===== config.mk =====
export PLATFORM = sky130hd
export DESIGN_NAME = dfs_supervisor
export DESIGN_NICKNAME = d
export VERILOG_FILES = /design/src/hdl/dfs_pkg.sv /design/src/hdl/dfs_supervisor.sv
export SDC_FILE = /design/constraint.sdc
export NUM_CORES = 2
export LEC_CHECK = 0
export ABC_AREA = 1
export BUFFER_PORTS_ARGS = -buffer_cell sky130_fd_sc_hd__buf_2
export CAP_MARGIN = 25
export CORE_UTILIZATION = 40
export CTS_BUF_LIST = sky130_fd_sc_hd__clkbuf_4 sky130_fd_sc_hd__clkbuf_8
export CTS_CLUSTER_SIZE = 25
export DETAILED_ROUTE_END_ITERATION = 8
export SETUP_SLACK_MARGIN = 0.1
export SYNTH_ARGS = -nofsm -noshare
export SYNTH_HDL_FRONTEND = slang
export SYNTH_SLANG_ARGS = --single-unit

===== constraint.sdc =====
create_clock -name core_clk -period 8.5 [get_ports core_clk]
set_input_delay 1.7 -clock core_clk [delete_from_list [all_inputs] [get_ports core_clk]]
set_output_delay 1.7 -clock core_clk [all_outputs]
set_load 0.02 [all_outputs]

===== src/hdl/dfs_pkg.sv =====
// Constants, register map and types for the drive fault supervisor
package dfs_pkg;

   localparam int unsigned DFS_AW          = 8;
   localparam int unsigned DFS_DW          = 32;
   localparam int unsigned DFS_NFLT        = 11;

   // Register byte offsets
   localparam logic [7:0]  DFS_CTRL_OFS    = 8'h00;
   localparam logic [7:0]  DFS_LATCH_OFS   = 8'h04;
   localparam logic [7:0]  DFS_FE_FLT_OFS  = 8'h08;
   localparam logic [7:0]  DFS_FE_WRN_OFS  = 8'h0C;
   localparam logic [7:0]  DFS_POS_WIN_OFS = 8'h10;
   localparam logic [7:0]  DFS_VEL_WIN_OFS = 8'h14;
   localparam logic [7:0]  DFS_TRK_TIM_OFS = 8'h18;
   localparam logic [7:0]  DFS_WIRE_T_OFS  = 8'h1C;
   localparam logic [7:0]  DFS_TEMP_L_OFS  = 8'h20;
   localparam logic [7:0]  DFS_BUS_HI_OFS  = 8'h24;
   localparam logic [7:0]  DFS_BUS_LO_OFS  = 8'h28;
   localparam logic [7:0]  DFS_STATUS_OFS  = 8'h2C;
   localparam logic [7:0]  DFS_FAULT_OFS   = 8'h30;
   localparam logic [7:0]  DFS_ERRLOG_OFS  = 8'h34;

   // Control register fields
   localparam int unsigned DFS_C_FE_EN     = 0;
   localparam int unsigned DFS_C_BRAKE     = 1;
   localparam int unsigned DFS_C_I2T_EN    = 2;
   localparam int unsigned DFS_C_HALL_COR  = 3;
   localparam int unsigned DFS_C_SINE_BL   = 4;
   localparam int unsigned DFS_C_CMD_NET   = 5;
   localparam int unsigned DFS_C_EN_CLR    = 6;
   localparam int unsigned DFS_C_POS_DIG   = 7;
   localparam int unsigned DFS_C_SW_EN     = 8;
   localparam int unsigned DFS_CTRL_W      = 9;

   // Fault bit positions
   localparam int unsigned DFS_F_SHORT     = 0;
   localparam int unsigned DFS_F_AMP_T     = 1;
   localparam int unsigned DFS_F_MOT_T     = 2;
   localparam int unsigned DFS_F_OVER_V    = 3;
   localparam int unsigned DFS_F_UNDER_V   = 4;
   localparam int unsigned DFS_F_FBACK     = 5;
   localparam int unsigned DFS_F_PHASE     = 6;
   localparam int unsigned DFS_F_CMD       = 7;
   localparam int unsigned DFS_F_WIRE      = 8;
   localparam int unsigned DFS_F_OVER_I    = 9;
   localparam int unsigned DFS_F_FOLLOW    = 10;

   // Reset values and latch masks
   localparam logic [8:0]  DFS_CTRL_RST    = 9'h179;
   localparam logic [10:0] DFS_LATCH_RST   = 11'h427;
   localparam logic [10:0] DFS_LATCH_CFG   = 11'h427;
   localparam logic [10:0] DFS_LATCH_FIX   = 11'h200;
   localparam logic [31:0] DFS_THR_RST     = 32'h0000_0000;
   localparam logic [31:0] DFS_FE_FLT_RST  = 32'h0000_1000;
   localparam logic [31:0] DFS_FE_WRN_RST  = 32'h0000_0800;
   localparam logic [31:0] DFS_WIN_RST     = 32'h0000_0100;
   localparam logic [31:0] DFS_TRK_TIM_RST = 32'h0000_0028;
   localparam logic [31:0] DFS_WIRE_T_RST  = 32'h0000_0FA0;
   localparam logic [15:0] DFS_TEMP_L_RST  = 16'h0064;
   localparam logic [15:0] DFS_BUS_HI_RST  = 16'hFFFF;
   localparam logic [15:0] DFS_BUS_LO_RST  = 16'h0000;

   typedef enum logic [2:0] {
      DFS_WT_IDLE = 3'b001,
      DFS_WT_TEST = 3'b010,
      DFS_WT_RUN  = 3'b100
   } dfs_wire_t;

endpackage : dfs_pkg


===== src/hdl/dfs_supervisor.sv =====
// Drive fault supervisor: fault latching, following error and tracking windows
`timescale 1ns/1ps
module dfs_supervisor (
   input  wire logic                       core_clk,
   input  wire logic                       reset,
   input  wire logic [dfs_pkg::DFS_AW-1:0] reg_addr,
   input  wire logic [dfs_pkg::DFS_DW-1:0] reg_wdata,
   input  wire logic                       reg_write,
   input  wire logic                       reg_read,
   output logic      [dfs_pkg::DFS_DW-1:0] reg_rdata,
   input  wire logic                       short_out_out,
   input  wire logic                       short_out_gnd,
   input  wire logic                       bridge_fault,
   input  wire logic [15:0]                amp_temp,
   input  wire logic                       motor_tswitch_hot,
   input  wire logic [15:0]                bus_voltage,
   input  wire logic                       enc_supply_oc,
   input  wire logic                       enc_missing,
   input  wire logic                       fb_out_of_tol,
   input  wire logic                       phase_mismatch,
   input  wire logic                       pwm_cmd_ok,
   input  wire logic                       net_cmd_ok,
   input  wire logic                       motor_current_seen,
   input  wire logic                       i2t_limit_reached,
   input  wire logic signed [31:0]         traj_pos,
   input  wire logic signed [31:0]         actual_pos,
   input  wire logic signed [31:0]         vel_cmd,
   input  wire logic signed [31:0]         actual_vel,
   input  wire logic                       enable_in,
   input  wire logic                       new_traj_cmd,
   output logic                            pwm_enable,
   output logic                            brake_release,
   output logic                            vel_stop_hold,
   output logic                            fe_warning,
   output logic                            fe_fault,
   output logic                            track_pos,
   output logic                            track_vel,
   output logic                            fault_any
);
   import dfs_pkg::*;

   // Magnitude of a signed error, saturating the most negative value
   function automatic logic [31:0] dfs_mag(input logic signed [31:0] v);
      logic [31:0] m;
      m = v[31] ? 32'(-v) : 32'(v);
      if (m[31]) begin
         m = 32'h7FFF_FFFF;
      end
      return m;
   endfunction : dfs_mag

   logic [DFS_CTRL_W-1:0] ctrl;
   logic [DFS_NFLT-1:0]   latch_cfg;
   logic [31:0]           fe_flt_thr;
   logic [31:0]           fe_wrn_thr;
   logic [31:0]           pos_win;
   logic [31:0]           vel_win;
   logic [31:0]           trk_time;
   logic [31:0]           wire_time;
   logic [15:0]           temp_lim;
   logic [15:0]           bus_hi;
   logic [15:0]           bus_lo;
   logic [DFS_NFLT-1:0]   err_log;
   logic [DFS_NFLT-1:0]   flt_latched;
   logic [DFS_NFLT-1:0]   flt_prev;
   logic [DFS_NFLT-1:0]   cond;
   logic [DFS_NFLT-1:0]   latch_eff;
   logic [DFS_NFLT-1:0]   flt_active;
   logic                  host_clear;
   logic                  log_wr;
   logic                  drv_en;
   logic                  drv_en_q;
   logic                  en_rise;
   logic                  latched_clear;
   logic signed [31:0]    pos_err;
   logic signed [31:0]    vel_err;
   logic [31:0]           pos_mag;
   logic [31:0]           vel_mag;
   logic                  fe_reach;
   logic                  fe_nl;
   logic                  fe_nl_clear;
   logic                  wire_cond;
   logic                  wire_ok;
   logic                  wire_seen;
   logic [31:0]           wire_cnt;
   dfs_wire_t             wire_st;
   logic [31:0]           pos_in_cnt;
   logic [31:0]           vel_in_cnt;
   logic                  other_fault;
   logic                  next_pwm_enable;
   logic                  next_brake_release;
   logic [31:0]           status_word;

   assign drv_en  = enable_in & ctrl[DFS_C_SW_EN];
   assign en_rise = drv_en & ~drv_en_q;
   assign host_clear = reg_write && (reg_addr == DFS_FAULT_OFS);
   assign log_wr     = reg_write && (reg_addr == DFS_ERRLOG_OFS);
   assign latched_clear = host_clear | (en_rise & ctrl[DFS_C_EN_CLR]);

   // Register writes
   always_ff @(posedge core_clk) begin
      if (reset) begin
         ctrl       <= DFS_CTRL_RST;
         latch_cfg  <= DFS_LATCH_RST;
         fe_flt_thr <= DFS_FE_FLT_RST;
         fe_wrn_thr <= DFS_FE_WRN_RST;
         pos_win    <= DFS_WIN_RST;
         vel_win    <= DFS_WIN_RST;
         trk_time   <= DFS_TRK_TIM_RST;
         wire_time  <= DFS_WIRE_T_RST;
         temp_lim   <= DFS_TEMP_L_RST;
         bus_hi     <= DFS_BUS_HI_RST;
         bus_lo     <= DFS_BUS_LO_RST;
      end else if (reg_write) begin
         case (reg_addr)
            DFS_CTRL_OFS:    ctrl       <= reg_wdata[DFS_CTRL_W-1:0];
            DFS_LATCH_OFS:   latch_cfg  <= reg_wdata[DFS_NFLT-1:0];
            DFS_FE_FLT_OFS:  fe_flt_thr <= reg_wdata;
            DFS_FE_WRN_OFS:  fe_wrn_thr <= reg_wdata;
            DFS_POS_WIN_OFS: pos_win    <= reg_wdata;
            DFS_VEL_WIN_OFS: vel_win    <= reg_wdata;
            DFS_TRK_TIM_OFS: trk_time   <= reg_wdata;
            DFS_WIRE_T_OFS:  wire_time  <= reg_wdata;
            DFS_TEMP_L_OFS:  temp_lim   <= reg_wdata[15:0];
            DFS_BUS_HI_OFS:  bus_hi     <= reg_wdata[15:0];
            DFS_BUS_LO_OFS:  bus_lo     <= reg_wdata[15:0];
            default: begin
            end
         endcase
      end
   end

   // Over-current latches whatever the register says
   assign latch_eff = (latch_cfg & DFS_LATCH_CFG) | DFS_LATCH_FIX;

   // Errors and threshold tests
   assign pos_err  = traj_pos - actual_pos;
   assign vel_err  = vel_cmd - actual_vel;
   assign pos_mag  = dfs_mag(pos_err);
   assign vel_mag  = dfs_mag(vel_err);
   assign fe_reach = ctrl[DFS_C_FE_EN] && (pos_mag >= fe_flt_thr);

   // Raw fault conditions
   always_comb begin
      cond = '0;
      cond[DFS_F_SHORT]   = short_out_out | short_out_gnd | bridge_fault;
      cond[DFS_F_AMP_T]   = amp_temp > temp_lim;
      cond[DFS_F_MOT_T]   = motor_tswitch_hot;
      cond[DFS_F_OVER_V]  = bus_voltage > bus_hi;
      cond[DFS_F_UNDER_V] = bus_voltage < bus_lo;
      cond[DFS_F_FBACK]   = enc_supply_oc | enc_missing | fb_out_of_tol;
      cond[DFS_F_PHASE]   = phase_mismatch & ctrl[DFS_C_SINE_BL] & ctrl[DFS_C_HALL_COR];
      cond[DFS_F_CMD]     = ctrl[DFS_C_CMD_NET] ? ~net_cmd_ok : ~pwm_cmd_ok;
      cond[DFS_F_WIRE]    = wire_cond;
      cond[DFS_F_OVER_I]  = i2t_limit_reached & ctrl[DFS_C_I2T_EN];
      cond[DFS_F_FOLLOW]  = fe_reach;
   end

   // Latched fault flags: set wins, clear needs a corrected condition
   always_ff @(posedge core_clk) begin
      if (reset) begin
         flt_latched <= '0;
      end else begin
         for (int i = 0; i < DFS_NFLT; i++) begin
            if (cond[i] && latch_eff[i]) begin
               flt_latched[i] <= 1'b1;
            end else if (latched_clear) begin
               flt_latched[i] <= 1'b0;
            end
         end
      end
   end

   // Non-latched following fault holds until a new command, or until an enable cycle when DFS_C_POS_DIG is set
   assign fe_nl_clear = ctrl[DFS_C_POS_DIG] ? en_rise : new_traj_cmd;
   always_ff @(posedge core_clk) begin
      if (reset) begin
         fe_nl <= 1'b0;
      end else if (fe_reach && !latch_eff[DFS_F_FOLLOW]) begin
         fe_nl <= 1'b1;
      end else if (fe_nl_clear || latch_eff[DFS_F_FOLLOW]) begin
         fe_nl <= 1'b0;
      end
   end

   // Active faults; non-latched ones other than the following fault drop with their cause
   always_comb begin
      flt_active = (cond & ~latch_eff) | flt_latched;
      flt_active[DFS_F_FOLLOW] = flt_latched[DFS_F_FOLLOW] | fe_nl;
   end

   // Error log records each new fault until software clears it
   always_ff @(posedge core_clk) begin
      if (reset) begin
         flt_prev <= '0;
         err_log  <= '0;
      end else begin
         flt_prev <= flt_active;
         for (int i = 0; i < DFS_NFLT; i++) begin
            if (flt_active[i] && !flt_prev[i]) begin
               err_log[i] <= 1'b1;
            end else if (log_wr && reg_wdata[i]) begin
               err_log[i] <= 1'b0;
            end
         end
      end
   end

   // Wiring test: PWM on, brake held, look for current before release
   always_ff @(posedge core_clk) begin
      if (reset) begin
         wire_st   <= DFS_WT_IDLE;
         wire_cnt  <= '0;
         wire_seen <= 1'b0;
         wire_cond <= 1'b0;
         wire_ok   <= 1'b0;
      end else begin
         case (wire_st)
            DFS_WT_IDLE: begin
               wire_ok <= 1'b0;
               if (en_rise) begin
                  if (ctrl[DFS_C_BRAKE]) begin
                     wire_st   <= DFS_WT_TEST;
                     wire_cnt  <= '0;
                     wire_seen <= 1'b0;
                  end else begin
                     wire_st <= DFS_WT_RUN;
                     wire_ok <= 1'b1;
                  end
               end
            end
            DFS_WT_TEST: begin
               wire_cnt  <= wire_cnt + 32'h0000_0001;
               wire_seen <= wire_seen | motor_current_seen;
               if (!drv_en) begin
                  wire_st <= DFS_WT_IDLE;
               end else if (wire_cnt >= wire_time) begin
                  wire_st   <= DFS_WT_RUN;
                  wire_cond <= ~(wire_seen | motor_current_seen);
                  wire_ok   <= wire_seen | motor_current_seen;
               end
            end
            DFS_WT_RUN: begin
               if (!drv_en) begin
                  wire_st <= DFS_WT_IDLE;
                  wire_ok <= 1'b0;
               end
            end
            default: begin
               wire_st <= DFS_WT_IDLE;
            end
         endcase
      end
   end

   // Enable edge tracking
   always_ff @(posedge core_clk) begin
      if (reset) begin
         drv_en_q <= 1'b0;
      end else begin
         drv_en_q <= drv_en;
      end
   end

   // Following error warning and fault status
   always_ff @(posedge core_clk) begin
      if (reset) begin
         fe_warning <= 1'b0;
         fe_fault   <= 1'b0;
      end else begin
         fe_warning <= pos_mag >= fe_wrn_thr;
         fe_fault   <= flt_active[DFS_F_FOLLOW];
      end
   end

   // Tracking windows; a plain counter avoids a long timer per window
   always_ff @(posedge core_clk) begin
      if (reset) begin
         track_pos  <= 1'b0;
         track_vel  <= 1'b0;
         pos_in_cnt <= '0;
         vel_in_cnt <= '0;
      end else begin
         if (pos_mag > pos_win) begin
            track_pos  <= 1'b1;
            pos_in_cnt <= '0;
         end else if (track_pos) begin
            if (pos_in_cnt + 32'h0000_0001 >= trk_time) begin
               track_pos <= 1'b0;
            end
            pos_in_cnt <= pos_in_cnt + 32'h0000_0001;
         end
         if (vel_mag > vel_win) begin
            track_vel  <= 1'b1;
            vel_in_cnt <= '0;
         end else if (track_vel) begin
            if (vel_in_cnt + 32'h0000_0001 >= trk_time) begin
               track_vel <= 1'b0;
            end
            vel_in_cnt <= vel_in_cnt + 32'h0000_0001;
         end
      end
   end

   // Output stage control
   assign other_fault = |(flt_active & ~(DFS_NFLT'(1) << DFS_F_FOLLOW));
   always_comb begin
      next_pwm_enable    = drv_en && !other_fault && !flt_latched[DFS_F_FOLLOW];
      next_brake_release = next_pwm_enable && wire_ok && (wire_st == DFS_WT_RUN);
   end

   always_ff @(posedge core_clk) begin
      if (reset) begin
         pwm_enable    <= 1'b0;
         brake_release <= 1'b0;
         vel_stop_hold <= 1'b0;
         fault_any     <= 1'b0;
      end else begin
         pwm_enable    <= next_pwm_enable;
         brake_release <= next_brake_release;
         vel_stop_hold <= fe_nl;
         fault_any     <= |flt_active;
      end
   end

   assign status_word = {24'h00_0000, (wire_st == DFS_WT_TEST), vel_stop_hold, brake_release,
                         pwm_enable, track_vel, track_pos, fe_fault, fe_warning};

   // Read data, valid in the cycle after the strobe; unmapped reads zero
   always_ff @(posedge core_clk) begin
      if (reset) begin
         reg_rdata <= '0;
      end else if (reg_read) begin
         case (reg_addr)
            DFS_CTRL_OFS:    reg_rdata <= 32'(ctrl);
            DFS_LATCH_OFS:   reg_rdata <= 32'(latch_cfg);
            DFS_FE_FLT_OFS:  reg_rdata <= fe_flt_thr;
            DFS_FE_WRN_OFS:  reg_rdata <= fe_wrn_thr;
            DFS_POS_WIN_OFS: reg_rdata <= pos_win;
            DFS_VEL_WIN_OFS: reg_rdata <= vel_win;
            DFS_TRK_TIM_OFS: reg_rdata <= trk_time;
            DFS_WIRE_T_OFS:  reg_rdata <= wire_time;
            DFS_TEMP_L_OFS:  reg_rdata <= 32'(temp_lim);
            DFS_BUS_HI_OFS:  reg_rdata <= 32'(bus_hi);
            DFS_BUS_LO_OFS:  reg_rdata <= 32'(bus_lo);
            DFS_STATUS_OFS:  reg_rdata <= status_word;
            DFS_FAULT_OFS:   reg_rdata <= 32'(flt_active);
            DFS_ERRLOG_OFS:  reg_rdata <= 32'(err_log);
            default:         reg_rdata <= '0;
         endcase
      end else begin
         reg_rdata <= '0;
      end
   end

endmodule : dfs_supervisor


==> results.txt <==
----------------------------------------------------
[Worst setup path]
  CP delay by family, top ... simple AND/OR/NAND/NOR gates
  Register-to-register setup slack ... 4.73 ns
  Critical Path Start Type ... input port
  Crit path buffers/inverters ... 2
  Critical path, cell by cell ... buf_2 > ha_1 > a21oi_1 > o21ai_0 > nor2_1 > nand3_1 > a21oi_1 > nand2_1 > nand2_1 > o21ai_0 > nand3_1 > nand3_1 > ha_1 > nand2_1 > or4_1 > nor4_1 > nand2_1 > nand2_1 > nand2_1 > nand2_1 > buf_4 > nor2_1
  Most repeated library cell on the critical path ... sky130_fd_sc_hd__nand2_1
  CP endpoint kind ... register
  Endpoint arrival time on the critical path ... 6.61 ns
  Reg2reg path depth ... 22
  Startpoint of the most critical register-to-register path ... pos_in_cnt[0]$_SDFFE_PP0P_
  Levels on crit path ... 22
  Peak per-stage delay on the critical path ... 0.74 ns
  Max Fanout on Critical Path ... 32
  Critical Path RT ... 9.04 ns
  Kind of critical path ... in -> reg
  Slowest cell on the critical path ... sky130_fd_sc_hd__nand2_1
  Critical path startpoint ... vel_cmd[20]
  Reg-to-Reg End ... track_pos$_SDFF_PP0_
  Capture point of the critical path ... vel_in_cnt[17]$_SDFFE_PP0P_

[Job]
  Reported max-cap violation count ... 0

[Route]
  Total wirelength of the detailed-routed design ... 113000 µm
  Post-route DRC ... 0
  DR iter-0 viols ... 2566
  Number of iterations in the first detailed-routing pass ... 6
  Wire length per cell after detailed routing ... 18.4 µm
  Drt via density ... 5.30
  Vias after detailed routing ... 32.7k
  Post-detailed-route count of antenna-violating nets ... 0

[Global routing]
  Via count of the first global-routing pass ... 30.2k
  Number of antenna violations at the first check in global routing ... 9
  Tot GR Track Use ... 0.275
  Sum of overflow across all layers after global routing ... 0
  Pin count of the biggest net entering global routing ... 124
  First-pass GRT wire length ... 174000 µm

[Yosys]
  Mean instance size in the synthesized netlist ... 6.54 µm²
  Seq cells post-synth ... 431
  Number of distinct library cell variants in the gate-level netlist after synthesis ... 60
  Cell count after synthesis ... 4850
  Primary flip-flop cell chosen by synthesis mapping ... sky130_fd_sc_hd__dfxtp_1
  Synth warn ... 0
  Leading post-synthesis cells by cell area ... sky130_fd_sc_hd__dfxtp_1, sky130_fd_sc_hd__ha_1, sky130_fd_sc_hd__nand2_1
  Proportion of netlist area held by the largest area contributor ... 0.272
  Syn nets ... 5404
  Post-synth ARST share ... 0
  Total standard cell area after synthesis ... 31700 µm²
  Number of enable-type register cells in the synthesized netlist ... 0
  Sequential area share after synthesis ... 0.272
  Library cell occupying the most area in the post-synthesis netlist ... sky130_fd_sc_hd__dfxtp_1

[STA]
  Measured slew at the worst slew-check pin ... 1.21 ns
  Slew Limit Fails ... 0
  Minimum clock period after layout ... 6.07 ns
  Final number of hold-violating endpoints ... 0
  Layout Skew ... 0.0356 ns
  Unrepaired setup endpoints after global routing ... no
  Relative slew margins ... 0.173
  Period Utilization, post-route ... 0.714
  Max frequency ... 165 MHz
  Number of setup violations in the final report ... 0
  Setup TNS after final layout ... 0 ns

[Power]
  Peak supply drop ... 0.0000888 V
  Pwr per Cell Area ... 168 nW/µm²
  Leakage power of the design ... 16.6 nW

[Finish]
  Ratio of cells with drive above 1 in the final layout ... 0.110
  Commonest cells after routing, fill and taps aside ... sky130_fd_sc_hd__nand2_1, sky130_fd_sc_hd__inv_1, sky130_fd_sc_hd__a21oi_1, sky130_fd_sc_hd__dfxtp_1, sky130_fd_sc_hd__o21ai_0
  Area grow syn2layout ... 12.6%
  Most common cell after layout, fill and taps aside ... sky130_fd_sc_hd__nand2_1
  Post-route cell area ... 35700 µm²
  Final net count ... 5618

[Die]
  Total I/O pin count ... 258
  Core outline area ... 78000 µm²
  Starting density of the core ... 0.407
  Die extent in x ... 284 µm
  Die area ... 80400 µm²
  Std cell rows ... 102
  Die Ht ... 284 µm

[Placement]
  Post-DP HPWL ... 88800 µm
  Global placement routability congestion ... 0.961
  Placed cell areas ... 33900 µm²
  IO buf count ... 257

[Clocking]
  Count of clock tree sinks ... 431
  Clock root buffer ... sky130_fd_sc_hd__clkbuf_8
  Count of hold-fix buffers inserted at cts ... 0
  Clock Path Buffers ... 3
  H-tree depth ... 3
  CTS buffer count ... 79
  CTS tree ... built
  Number of post-CTS setup repair buffers ... 0
  Worst-Skew Late Latency ... 0.70 ns
  Clock-pin slew on the worst setup and hold paths ... 0.06 ns
  Number of instances resized during post-cts repair ... 0

[Min path]
  Path class of the lowest-slack min-delay path ... reg -> reg

[Status]
  Outcome ... complete, no violations

----------------------------------------------------
==> cells by family after synthesis <==
family | count (synthesis) | share of synthesized area
xor gates and xnor gates | 70 | 0.0193
and+or+nand+nor | 1953 | 0.269
buffers and inverters | 953 | 0.115
AOI/OAI and AO/OA | 1103 | 0.191
muxes | 4 | 0.00126
DFF | 431 | 0.272
adders and majority gates | 336 | 0.133
==> per-stage QoR <==
step	setup WS [ns]	utilization	hold slack [ns]	total power [mW]	std cells
floorplan	3.01	-	0.396	3.34	4850
global placement	1.81	0.434	0.403	3.80	6019
detailed placement	1.79	0.435	0.407	3.82	6021
CTS	2.51	0.457	0.414	6.00	6162
global route	1.90	0.458	0.425	6.35	6167
finish	2.43	0.458	0.414	5.98	6169
==> final cells by class <==
type                            count  area [µm²]
Tap cell                         1040        1300
Inverter                          801        3010
Multi-Input combinational cell   3466       19500
Clock buffer                      126        1590
Sequential cell                   431        8630
Timing Repair Buffer              285        1550
Fill cell                        8177       42300
Clock inverter                     15         146
Antenna cell                        5        12.5
==> where the power goes <==
group	total (mW)	internal, mW	switching, mW
Sequential	2.11	2.07	0.0394
Clock	2.19	1.23	0.964
Combinational	1.69	0.584	1.11
Total	5.98	3.88	2.11
==> layer usage <==
metal	wire (µm)	GRT usage	share of wire	vias up
li1	-	-	-	16500
met1	50300	0.368	0.44	14900
met2	51500	0.451	0.46	1069
met3	7940	0.0382	0.070	200
met4	3430	0.0938	0.030	6
met5	37	0	0.00033	-
==> cells in the mapped netlist (all sizes together), types with 5 or more instances <==
library cell / count
nand2: 1067
inv: 798
a21oi: 507
dfxtp: 431
nor2: 394
o21ai: 384
ha: 334
nand3: 248
clkbuf: 121
nor3: 95
nand4: 71
o22ai: 70
xor2: 59
nor4: 33
buf: 31
a221oi: 24
o211ai: 21
a211oi: 17
or2: 15
nand3b: 12
o21a: 11
o221ai: 11
xnor2: 11
o21bai: 10
a31oi: 9
a41oi: 9
o31ai: 7
a21o: 5
and3: 5
o2111ai: 5
==> how the worst min path moves through the flow <==
stage / startpoint / to / slack, ns / depth (start not counted)
after floorplan: flt_prev[3]$_SDFF_PP0_ / err_log[3]$_SDFFE_PP0P_ / 0.40 / 1
after global placement: flt_prev[4]$_SDFF_PP0_ / err_log[4]$_SDFFE_PP0P_ / 0.40 / 1
after detailed placement: flt_prev[3]$_SDFF_PP0_ / err_log[3]$_SDFFE_PP0P_ / 0.41 / 1
after CTS: flt_prev[4]$_SDFF_PP0_ / err_log[4]$_SDFFE_PP0P_ / 0.41 / 1
after global routing: flt_prev[4]$_SDFF_PP0_ / err_log[4]$_SDFFE_PP0P_ / 0.42 / 1
final: flt_prev[3]$_SDFF_PP0_ / err_log[3]$_SDFFE_PP0P_ / 0.41 / 1
(Power assumes the default switching activity.)
